### config.mk
export PLATFORM = sky130hd
export DESIGN_NAME = spsw_top
export DESIGN_NICKNAME = d
export VERILOG_FILES = /design/src/logic/spsw_top.v /design/src/logic/spsw_sync.v
export VERILOG_INCLUDE_DIRS = /design/src /design/src/logic
export SDC_FILE = /design/constraint.sdc
export NUM_CORES = 1
export LEC_CHECK = 0
export ABC_AREA = 1
export BUFFER_PORTS_ARGS = -buffer_cell sky130_fd_sc_hd__buf_4
export CAP_MARGIN = 20
export CORE_ASPECT_RATIO = 0.5
export CORE_MARGIN = 1.5
export CORE_UTILIZATION = 51
export CTS_CLUSTER_SIZE = 20
export DETAILED_ROUTE_END_ITERATION = 8
export GPL_ROUTABILITY_DRIVEN = 0
export PLACE_DENSITY = 0.87
export SYNTH_ARGS = -nofsm -noshare
export SYNTH_HDL_FRONTEND = slang
export SYNTH_HIERARCHICAL = 1
export SYNTH_SLANG_ARGS = --single-unit
### constraint.sdc
create_clock -name clk -period 1.4 [get_ports clk]
set_input_delay 0.07 -clock clk [delete_from_list [all_inputs] [get_ports clk]]
set_output_delay 0.07 -clock clk [all_outputs]
set_load 0.1 [all_outputs]
### src/logic/spsw_map.vh
// Register map, field positions, reset values and timing counts
`ifndef SPSW_MAP_VH
`define SPSW_MAP_VH
// ==========================================================
// Register byte addresses
`define SPSW_SYSCTL_ADDR 8'h80
`define SPSW_FRAME_ADDR 8'h84
`define SPSW_STATUS_ADDR 8'h88
// ==========================================================
// System control fields
`define SPSW_DRVSEL_BIT 27
`define SPSW_PMEEN_BIT 8
`define SPSW_SYSCTL_RESET 32'h00000000
`define SPSW_FRAME_RESET 32'h00000000
// ==========================================================
// Status fields
`define SPSW_ST_BUSY_BIT 0
`define SPSW_ST_PEND_BIT 1
`define SPSW_ST_EEPROM_BIT 2
`define SPSW_ST_STRAP_BIT 3
`define SPSW_ST_SCLK_BIT 4
// ==========================================================
// Bus responses
`define SPSW_RESP_OKAY 2'h0
`define SPSW_RESP_SLVERR 2'h2
// ==========================================================
// Timing
`define SPSW_CLK_FREQ_HZ 250000000
`define SPSW_RING_FREQ_HZ 16000
`define SPSW_RING_HALF_CYC (`SPSW_CLK_FREQ_HZ / (2 * `SPSW_RING_FREQ_HZ))
`define SPSW_STRAP_SETTLE 2'h3
`endif

### src/logic/spsw_top.v
// Power switch serial link, reset handling and register slave
`timescale 1ns/1ps
`include "spsw_map.vh"
module spsw_top #(
  parameter FRAME_BITS = 8,
  parameter RING_HALF = `SPSW_RING_HALF_CYC
) (
  // Clock and reset
  input wire clk,
  input wire reset_n,
  // Chip pins: resets and suspend
  input wire global_reset_n,
  input wire host_bus_reset_n,
  input wire suspend,
  // Switch clock pin
  input wire switch_clock_in,
  output reg switch_clock_out,
  output reg switch_clock_oe,
  // Switch data pin
  output reg switch_data_out,
  output reg switch_data_oe,
  // Switch latch pin
  input wire switch_latch_in,
  output reg switch_latch_out,
  output reg switch_latch_oe,
  // EEPROM side, same clock domain
  input wire eeprom_scl,
  input wire eeprom_sda_out,
  input wire eeprom_sda_oe,
  output reg eeprom_sda_in,
  output reg eeprom_mode,
  // Multifunction pins
  input wire multifunction_pin_one_in,
  output reg multifunction_pin_one_out,
  output reg multifunction_pin_one_oe,
  output reg multifunction_pin_four_out,
  output reg multifunction_pin_four_oe,
  // Power management event, open drain
  input wire pme_event,
  output reg pme_out,
  output reg pme_oe,
  // AXI4-Lite write address
  input wire [7:0] s_axi_awaddr,
  input wire s_axi_awvalid,
  output reg s_axi_awready,
  // AXI4-Lite write data
  input wire [31:0] s_axi_wdata,
  input wire [3:0] s_axi_wstrb,
  input wire s_axi_wvalid,
  output reg s_axi_wready,
  // AXI4-Lite write response
  output reg [1:0] s_axi_bresp,
  output reg s_axi_bvalid,
  input wire s_axi_bready,
  // AXI4-Lite read address
  input wire [7:0] s_axi_araddr,
  input wire s_axi_arvalid,
  output reg s_axi_arready,
  // AXI4-Lite read data
  output reg [31:0] s_axi_rdata,
  output reg [1:0] s_axi_rresp,
  output reg s_axi_rvalid,
  input wire s_axi_rready
);
  localparam CW = $clog2(FRAME_BITS + 1);
  localparam [2:0] ST_IDLE = 3'b001;
  localparam [2:0] ST_SHIFT = 3'b010;
  localparam [2:0] ST_LATCH = 3'b100;
  localparam [31:0] SYSCTL_RST = `SPSW_SYSCTL_RESET;

  // ==========================================================
  // Pin synchronisers
  wire [5:0] pins_s;
  spsw_sync #(.WIDTH(6)) u_sync (
    .clk(clk),
    .reset_n(reset_n),
    .async_in({multifunction_pin_one_in, switch_latch_in, switch_clock_in,
               suspend, host_bus_reset_n, global_reset_n}),
    .sync_out(pins_s)
  );
  wire global_reset_n_act = ~pins_s[0];
  wire host_bus_reset_n_act = ~pins_s[1];
  wire susp_s = pins_s[2];
  wire sclk_ext = pins_s[3];
  wire latch_s = pins_s[4];
  wire mf1_s = pins_s[5];
  wire hiz = global_reset_n_act | host_bus_reset_n_act;
  wire reg_clear = hiz & ~susp_s;

  // ==========================================================
  // Registers
  reg drive_sel;
  reg pme_en;
  reg [31:0] frame_data;
  reg pend;
  reg [2:0] state;
  reg [FRAME_BITS-1:0] shreg;
  reg [CW-1:0] bit_cnt;
  reg [15:0] ring_cnt;
  reg sclk_prev;
  reg [1:0] strap_cnt;
  reg strap_valid;
  reg aw_hold;
  reg w_hold;
  reg [7:0] aw_addr;
  reg [31:0] w_data;
  reg [3:0] w_strb;

  // ==========================================================
  // Ring oscillator divider
  always @(posedge clk or negedge reset_n) begin
    if (!reset_n) begin
      ring_cnt <= 16'h0000;
      switch_clock_out <= 1'b0;
    end else if (ring_cnt == RING_HALF[15:0] - 16'h0001) begin
      ring_cnt <= 16'h0000;
      switch_clock_out <= ~switch_clock_out;
    end else begin
      ring_cnt <= ring_cnt + 16'h0001;
    end
  end

  // ==========================================================
  // Switch clock edges
  wire sclk_lvl = drive_sel ? switch_clock_out : sclk_ext;
  wire sclk_fall = sclk_prev & ~sclk_lvl;
  always @(posedge clk or negedge reset_n) begin
    if (!reset_n) begin
      sclk_prev <= 1'b0;
    end else begin
      sclk_prev <= sclk_lvl;
    end
  end

  // ==========================================================
  // Bus write path
  wire wr_go = aw_hold & w_hold & ~s_axi_bvalid;
  wire wr_sys = aw_addr[7:2] == `SPSW_SYSCTL_ADDR >> 2;
  wire wr_frm = aw_addr[7:2] == `SPSW_FRAME_ADDR >> 2;
  wire wr_sta = aw_addr[7:2] == `SPSW_STATUS_ADDR >> 2;
  wire [31:0] sys_rd;
  wire [31:0] sta_rd;
  wire [31:0] frm_mrg;
  genvar g;
  generate
    for (g = 0; g < 4; g = g + 1) begin : g_lane
      assign frm_mrg[8*g+7:8*g] = w_strb[g] ? w_data[8*g+7:8*g]
                                            : frame_data[8*g+7:8*g];
    end
  endgenerate
  always @(posedge clk or negedge reset_n) begin
    if (!reset_n) begin
      aw_hold <= 1'b0;
      w_hold <= 1'b0;
      aw_addr <= 8'h00;
      w_data <= 32'h00000000;
      w_strb <= 4'h0;
      s_axi_awready <= 1'b0;
      s_axi_wready <= 1'b0;
      s_axi_bvalid <= 1'b0;
      s_axi_bresp <= `SPSW_RESP_OKAY;
    end else begin
      s_axi_awready <= ~aw_hold & ~s_axi_awready;
      s_axi_wready <= ~w_hold & ~s_axi_wready;
      if (s_axi_awvalid & s_axi_awready) begin
        aw_hold <= 1'b1;
        aw_addr <= s_axi_awaddr;
      end
      if (s_axi_wvalid & s_axi_wready) begin
        w_hold <= 1'b1;
        w_data <= s_axi_wdata;
        w_strb <= s_axi_wstrb;
      end
      if (wr_go) begin
        aw_hold <= 1'b0;
        w_hold <= 1'b0;
        s_axi_bvalid <= 1'b1;
        s_axi_bresp <= (wr_sys | wr_frm | wr_sta) ? `SPSW_RESP_OKAY
                                                  : `SPSW_RESP_SLVERR;
      end else if (s_axi_bvalid & s_axi_bready) begin
        s_axi_bvalid <= 1'b0;
      end
    end
  end

  // ==========================================================
  // Control registers and serial frame engine
  always @(posedge clk or negedge reset_n) begin
    if (!reset_n) begin
      drive_sel <= 1'b0;
      pme_en <= 1'b0;
      frame_data <= `SPSW_FRAME_RESET;
      pend <= 1'b0;
      state <= ST_IDLE;
      shreg <= {FRAME_BITS{1'b0}};
      bit_cnt <= {CW{1'b0}};
      switch_data_out <= 1'b0;
      switch_latch_out <= 1'b0;
    end else if (reg_clear) begin
      drive_sel <= SYSCTL_RST[`SPSW_DRVSEL_BIT];
      if (global_reset_n_act) begin
        pme_en <= SYSCTL_RST[`SPSW_PMEEN_BIT];
      end
      frame_data <= `SPSW_FRAME_RESET;
      pend <= 1'b0;
      state <= ST_IDLE;
      shreg <= {FRAME_BITS{1'b0}};
      bit_cnt <= {CW{1'b0}};
      switch_data_out <= 1'b0;
      switch_latch_out <= 1'b0;
    end else begin
      if (wr_go & wr_sys & w_strb[`SPSW_DRVSEL_BIT/8]) begin
        drive_sel <= w_data[`SPSW_DRVSEL_BIT];
      end
      if (wr_go & wr_sys & w_strb[`SPSW_PMEEN_BIT/8]) begin
        pme_en <= w_data[`SPSW_PMEEN_BIT];
      end
      if (wr_go & wr_frm) begin
        frame_data <= frm_mrg;
      end
      case (state)
        ST_IDLE: begin
          if (pend) begin
            pend <= 1'b0;
            shreg <= frame_data[FRAME_BITS-1:0];
            bit_cnt <= {CW{1'b0}};
            state <= ST_SHIFT;
          end
        end
        ST_SHIFT: begin
          if (sclk_fall) begin
            if (bit_cnt == FRAME_BITS[CW-1:0]) begin
              switch_latch_out <= 1'b1;
              state <= ST_LATCH;
            end else begin
              switch_data_out <= shreg[FRAME_BITS-1];
              shreg <= shreg << 1;
              bit_cnt <= bit_cnt + {{(CW-1){1'b0}}, 1'b1};
            end
          end
        end
        ST_LATCH: begin
          if (sclk_fall) begin
            switch_latch_out <= 1'b0;
            state <= ST_IDLE;
          end
        end
        default: begin
          state <= ST_IDLE;
        end
      endcase
      // A new request in the cycle the old one is taken still counts
      if (wr_go & wr_frm) begin
        pend <= 1'b1;
      end
    end
  end

  // ==========================================================
  // Latch strap capture after reset release
  always @(posedge clk or negedge reset_n) begin
    if (!reset_n) begin
      strap_cnt <= 2'h0;
      strap_valid <= 1'b0;
      eeprom_mode <= 1'b0;
    end else if (reg_clear) begin
      strap_cnt <= 2'h0;
      strap_valid <= 1'b0;
      eeprom_mode <= 1'b0;
    end else if (!strap_valid) begin
      if (strap_cnt == `SPSW_STRAP_SETTLE) begin
        strap_valid <= 1'b1;
        eeprom_mode <= ~latch_s;
      end else begin
        strap_cnt <= strap_cnt + 2'h1;
      end
    end
  end

  // ==========================================================
  // Pin drivers
  always @(posedge clk or negedge reset_n) begin
    if (!reset_n) begin
      switch_clock_oe <= 1'b0;
      switch_data_oe <= 1'b0;
      switch_latch_oe <= 1'b0;
      eeprom_sda_in <= 1'b1;
      multifunction_pin_one_out <= 1'b0;
      multifunction_pin_one_oe <= 1'b0;
      multifunction_pin_four_out <= 1'b0;
      multifunction_pin_four_oe <= 1'b0;
      pme_out <= 1'b0;
      pme_oe <= 1'b0;
    end else begin
      switch_clock_oe <= drive_sel & ~hiz;
      switch_data_oe <= ~hiz;
      switch_latch_oe <= strap_valid & ~hiz;
      eeprom_sda_in <= mf1_s;
      multifunction_pin_one_out <= eeprom_sda_out;
      multifunction_pin_one_oe <= eeprom_mode & eeprom_sda_oe & ~hiz;
      multifunction_pin_four_out <= eeprom_scl;
      multifunction_pin_four_oe <= eeprom_mode & ~hiz;
      pme_out <= 1'b0;
      pme_oe <= pme_en & pme_event & ~global_reset_n_act
                & ~(susp_s & host_bus_reset_n_act);
    end
  end

  // ==========================================================
  // Bus read path
  assign sys_rd = ({31'h0, drive_sel} << `SPSW_DRVSEL_BIT)
                | ({31'h0, pme_en} << `SPSW_PMEEN_BIT);
  assign sta_rd = ({31'h0, ~state[0]} << `SPSW_ST_BUSY_BIT)
                | ({31'h0, pend} << `SPSW_ST_PEND_BIT)
                | ({31'h0, eeprom_mode} << `SPSW_ST_EEPROM_BIT)
                | ({31'h0, strap_valid} << `SPSW_ST_STRAP_BIT)
                | ({31'h0, sclk_lvl} << `SPSW_ST_SCLK_BIT);
  wire [5:0] ar_idx = s_axi_araddr[7:2];
  always @(posedge clk or negedge reset_n) begin
    if (!reset_n) begin
      s_axi_arready <= 1'b0;
      s_axi_rvalid <= 1'b0;
      s_axi_rdata <= 32'h00000000;
      s_axi_rresp <= `SPSW_RESP_OKAY;
    end else begin
      s_axi_arready <= ~s_axi_rvalid & ~s_axi_arready & s_axi_arvalid;
      if (s_axi_arvalid & s_axi_arready) begin
        s_axi_rvalid <= 1'b1;
        s_axi_rresp <= `SPSW_RESP_OKAY;
        if (ar_idx == `SPSW_SYSCTL_ADDR >> 2) begin
          s_axi_rdata <= sys_rd;
        end else if (ar_idx == `SPSW_FRAME_ADDR >> 2) begin
          s_axi_rdata <= frame_data;
        end else if (ar_idx == `SPSW_STATUS_ADDR >> 2) begin
          s_axi_rdata <= sta_rd;
        end else begin
          s_axi_rdata <= 32'h00000000;
          s_axi_rresp <= `SPSW_RESP_SLVERR;
        end
      end else if (s_axi_rvalid & s_axi_rready) begin
        s_axi_rvalid <= 1'b0;
      end
    end
  end
endmodule // spsw_top

### src/logic/spsw_sync.v
// Two flip-flop synchroniser for a group of asynchronous inputs
`timescale 1ns/1ps
module spsw_sync #(
  parameter WIDTH = 1
) (
  // Clock and reset
  input wire clk,
  input wire reset_n,
  // Asynchronous inputs and their synchronised copies
  input wire [WIDTH-1:0] async_in,
  output reg [WIDTH-1:0] sync_out
);
  reg [WIDTH-1:0] stage1;
  // ==========================================================
  // Two stages
  always @(posedge clk or negedge reset_n) begin
    if (!reset_n) begin
      stage1 <= {WIDTH{1'b0}};
      sync_out <= {WIDTH{1'b0}};
    end else begin
      stage1 <= async_in;
      sync_out <= stage1;
    end
  end
endmodule // spsw_sync

==> impl_metrics.yaml <==
run_status:
  outcome: "finished with violations"
  failed_checks: "DRC, setup timing"
logic_synthesis:
  yosys.area_share.simple_pct: 30.6
  synth_top_cell_area_share_pct: 59.3
  synth.most_common_cell: "nand2_1"
  postSynthRegisterBits: 178
  yosys.area_share.xor_xnor_pct: 1.18
  synth_seq_area_share_pct: 60.0
  post_synthesis_compound_gate_area_fraction_pct: 2.48
  synth_adder_area_share_pct: 0.674
  yosysWarningCount: 6
  netlist-cell-type-count: 32
  yosysTopAreaCell: "dfrtp_1"
  combinational_family_with_the_most_area_after_synthesis: "simple AND/OR/NAND/NOR gates"
  asyncSetResetFlopFracSynth_pct: 100
  syn_area_per_cell_sq_um: 8.74
  ys.flop_type: "dfrtp_1"
  netlist_top_cells_count: "nand2_1, dfrtp_1, nand3_1"
  post_synth_inst_count: 850
  synth_edf_count: 0
  post_synth_main_area_contributors: "dfrtp_1, nand2_1, nand3_1, inv_1, nor2_1"
  syn-cell-area_sq_mm: 0.00743
  synth.mux.area_fraction_pct: 0
die:
  initial_core_util_pct: 53.5
  design.portCount: 124
  fp.dieH_um: 88.4
  core_sq_mm: 0.0139
  placementRows: 30
  floorplan.die.width_um: 174
  die-area_sq_mm: 0.0153
global_routing:
  global_route_wire_length_before_repair_mm: 40.8
  via_count_of_the_first_global_routing_pass: 7678
  grt_start_max_net_pins: 49
  gr-total-overflow: 0
  grt_use_total_pct: 35.5
  antenna_found_initial: 0
clocking:
  worst_case_clock_buffer_depth: 2
  cts_num_sinks: 178
  tritoncts_buffers: 17
  clock_insertion_delay_worst_skew_ns: 0.47
  clkTransAtPathRegs_ns: 0.09
  cts_root_buf: "clkbuf_16"
  cts_max_level: 4
  tritoncts: "built"
drt:
  remaining_antenna_violation_count_after_routing: 0
  detailed_route_via_count: 8512
  firstDrtPassIters: 9
  route.final.wire_length_mm: 33.7
  detailed_route_iter0_violations: 1981
  wl_per_cell_um: 26.2
  post-route-drc-count: 119
  avgViaCountPerCell: 6.61
worst_setup_path:
  timing.critical_path.fanout_max: 5
  end_kind: "register"
  r2r_cells: 6
  critPathKind: "reg2reg"
  crit_required_ns: 1.79
  cp-start-kind: "register"
  timing.critical_path.arrival_ns: 2.28
  setup.reg_to_reg.worst_slack_ns: -0.50
layout:
  final_layout_size_suffix_gt1_share_pct: 32.8
  area_growth_pct: 48.9
  design.final.nets: 1156
  final_area_sq_mm: 0.0111
  filler_cells_inserted: 662
  multiInputGateArea_sq_mm: 0.00332
  area.sequential_sq_mm: 0.00448
  antenna_cells: 0
timing:
  timing_hold_violations_final: 0
  worst_clock_skew_ns: 0.0152
  worst_slew_margin_rel_pct: 66.2
  max_freq_ghz: 0.527
  setup-tns-final_ns: -8.47
  slew_viol_final: 0
  min_period_ns: 1.90
  worstMarginPinSlew_ns: 0.502
  worst_slack_ns: -0.497
  final.period_utilization_pct: 135
  setup_violations: 72
  rsz0062_at_grt: "yes"
run:
  max_cap_viol_count: 0
power:
  power.ir.vdd_worst_mv: 1.52
  power.sequential.fraction_pct: 42.0
  logic_pwr_share_pct: 24.9
  clock_share_of_power_pct: 33.2
  leakage_uw: 0.00568
  power_per_cell_area_mw_per_mm2: 1480
  power.switching_fraction_pct: 37.6
  total_power_uw: 16400
  power.internal_uw: 10200
  switching_power_uw: 6140
placed_design:
  place_hpwl_mm: 12.8
  placement.cell_area_sq_mm: 0.00884
  port_buffers: 116
  pre_cts_slack_ns: -0.137
worst_hold_path:
  hold_class: "in2async"
-- through the flow --
stage | cells | hold slack, ns | util (%)
after floorplan | 852 | -0.226 | -
after CTS | 1264 | 0.0274 | 74.1
after global routing | 1288 | 0.0574 | 79.6
final | 1288 | 0.0446 | 79.6
after global placement | 1170 | -0.0502 | 63.6
after detailed placement | 1170 | -0.0453 | 63.6
-- cell usage in the layout (no fill, tap or decap), types with 6 or more instances in the layout --
| cell type | n |
|---|---|
| dlygate4sd3_1 | 57 |
| inv_1 | 51 |
| xor2_1 | 7 |
| nand2_4 | 8 |
| nor2_4 | 13 |
| o21ai_0 | 18 |
| nand4_1 | 6 |
| nand2_2 | 33 |
| nand3_1 | 58 |
| buf_6 | 16 |
| nand3_2 | 37 |
| dfrtp_1 | 168 |
| buf_12 | 10 |
| inv_4 | 6 |
| clkbuf_16 | 18 |
| nand2_1 | 304 |
| buf_4 | 153 |
| nand3_4 | 17 |
| nor2_1 | 45 |
-- what timing repair did --
| action | 4_1_cts | 5_1_grt |
|---|---|---|
| hold buffers | 57 | 0 |
| gates cloned | 2 | 1 |
| hold endpoints to repair | 232 | 0 |
| buffers inserted | 3 | 23 |
| pin swaps | 8 | 52 |
| setup endpoints to repair | 53 | 72 |
| resized for setup | 44 | 137 |
-- sequential cells by signal, summed over array words and instances, names as in the netlist, 2 cells and up --
name             flops
u_sync/stage1        6
w_strb               4
shreg                8
bit_cnt              4
u_sync/sync_out      6
state                3
frame_data          32
aw_addr              6
ring_cnt            16
strap_cnt            2
w_data              32
s_axi_rdata         32
-- area by class of cell --
| cell class | count | area share [%] |
|---|---|---|
| flip-flops and latches | 178 | 40.5 |
| multi-input cells | 587 | 30.0 |
| repair buffers | 237 | 19.2 |
| clock buffers | 18 | 3.97 |
| inverters | 62 | 2.39 |
| well taps | 192 | 2.17 |
| clock inverters | 14 | 1.76 |
-- per-layer routing --
layer	up-vias	routed length (um)	global-route usage, %
li1	3139	-	-
met1	3856	10700	41.1
met2	1082	14200	59.1
met3	433	5250	10.8
met4	2	3540	23.8
met5	-	28	0
-- critical path: stages, from the launching register on --
cell	delay, ns
dfrtp_1	0.49
nand2_1	0.24
nor3_1	0.38
nand3_1	0.30
nand2_1	0.20
inv_1	0.07
nor2_1	0.13
-- worst paths after layout --
check	end	from
setup reg to reg	ring_cnt[12]$_DFF_PN0_	ring_cnt[7]$_DFF_PN0_
setup / recovery	ring_cnt[12]$_DFF_PN0_	ring_cnt[7]$_DFF_PN0_
min in group clk	s_axi_rdata[8]$_DFFE_PN0P_	s_axi_araddr[2]
hold reg to reg	u_sync/sync_out[5]$_DFF_PN0_	u_sync/stage1[5]$_DFF_PN0_
max in group asynchronous	eeprom_sda_in$_DFF_PN1_	reset_n
hold / removal	ring_cnt[11]$_DFF_PN0_	reset_n
-- cell families (layout without fill, tap and decap cells) --
kind of cell	after synthesis	after routing
AND/OR/NAND/NOR	535	537
adder cells (fa/ha/maj)	4	4
buffers and inverters	89	331
XOR/XNOR	10	10
flip-flops	178	178
other	1	3
AO/OA/AOI/OAI	33	33
-- power by group through the flow --
stage,combinational [uW],sequential [uW],clock [uW]
after global placement,2860,6610,0
final,4070,6860,5420
after CTS,3350,6620,5120
after detailed placement,2970,6640,0
after floorplan,1380,7200,0
after global routing,4260,6880,5570
Power figures use the tool's default switching activity.
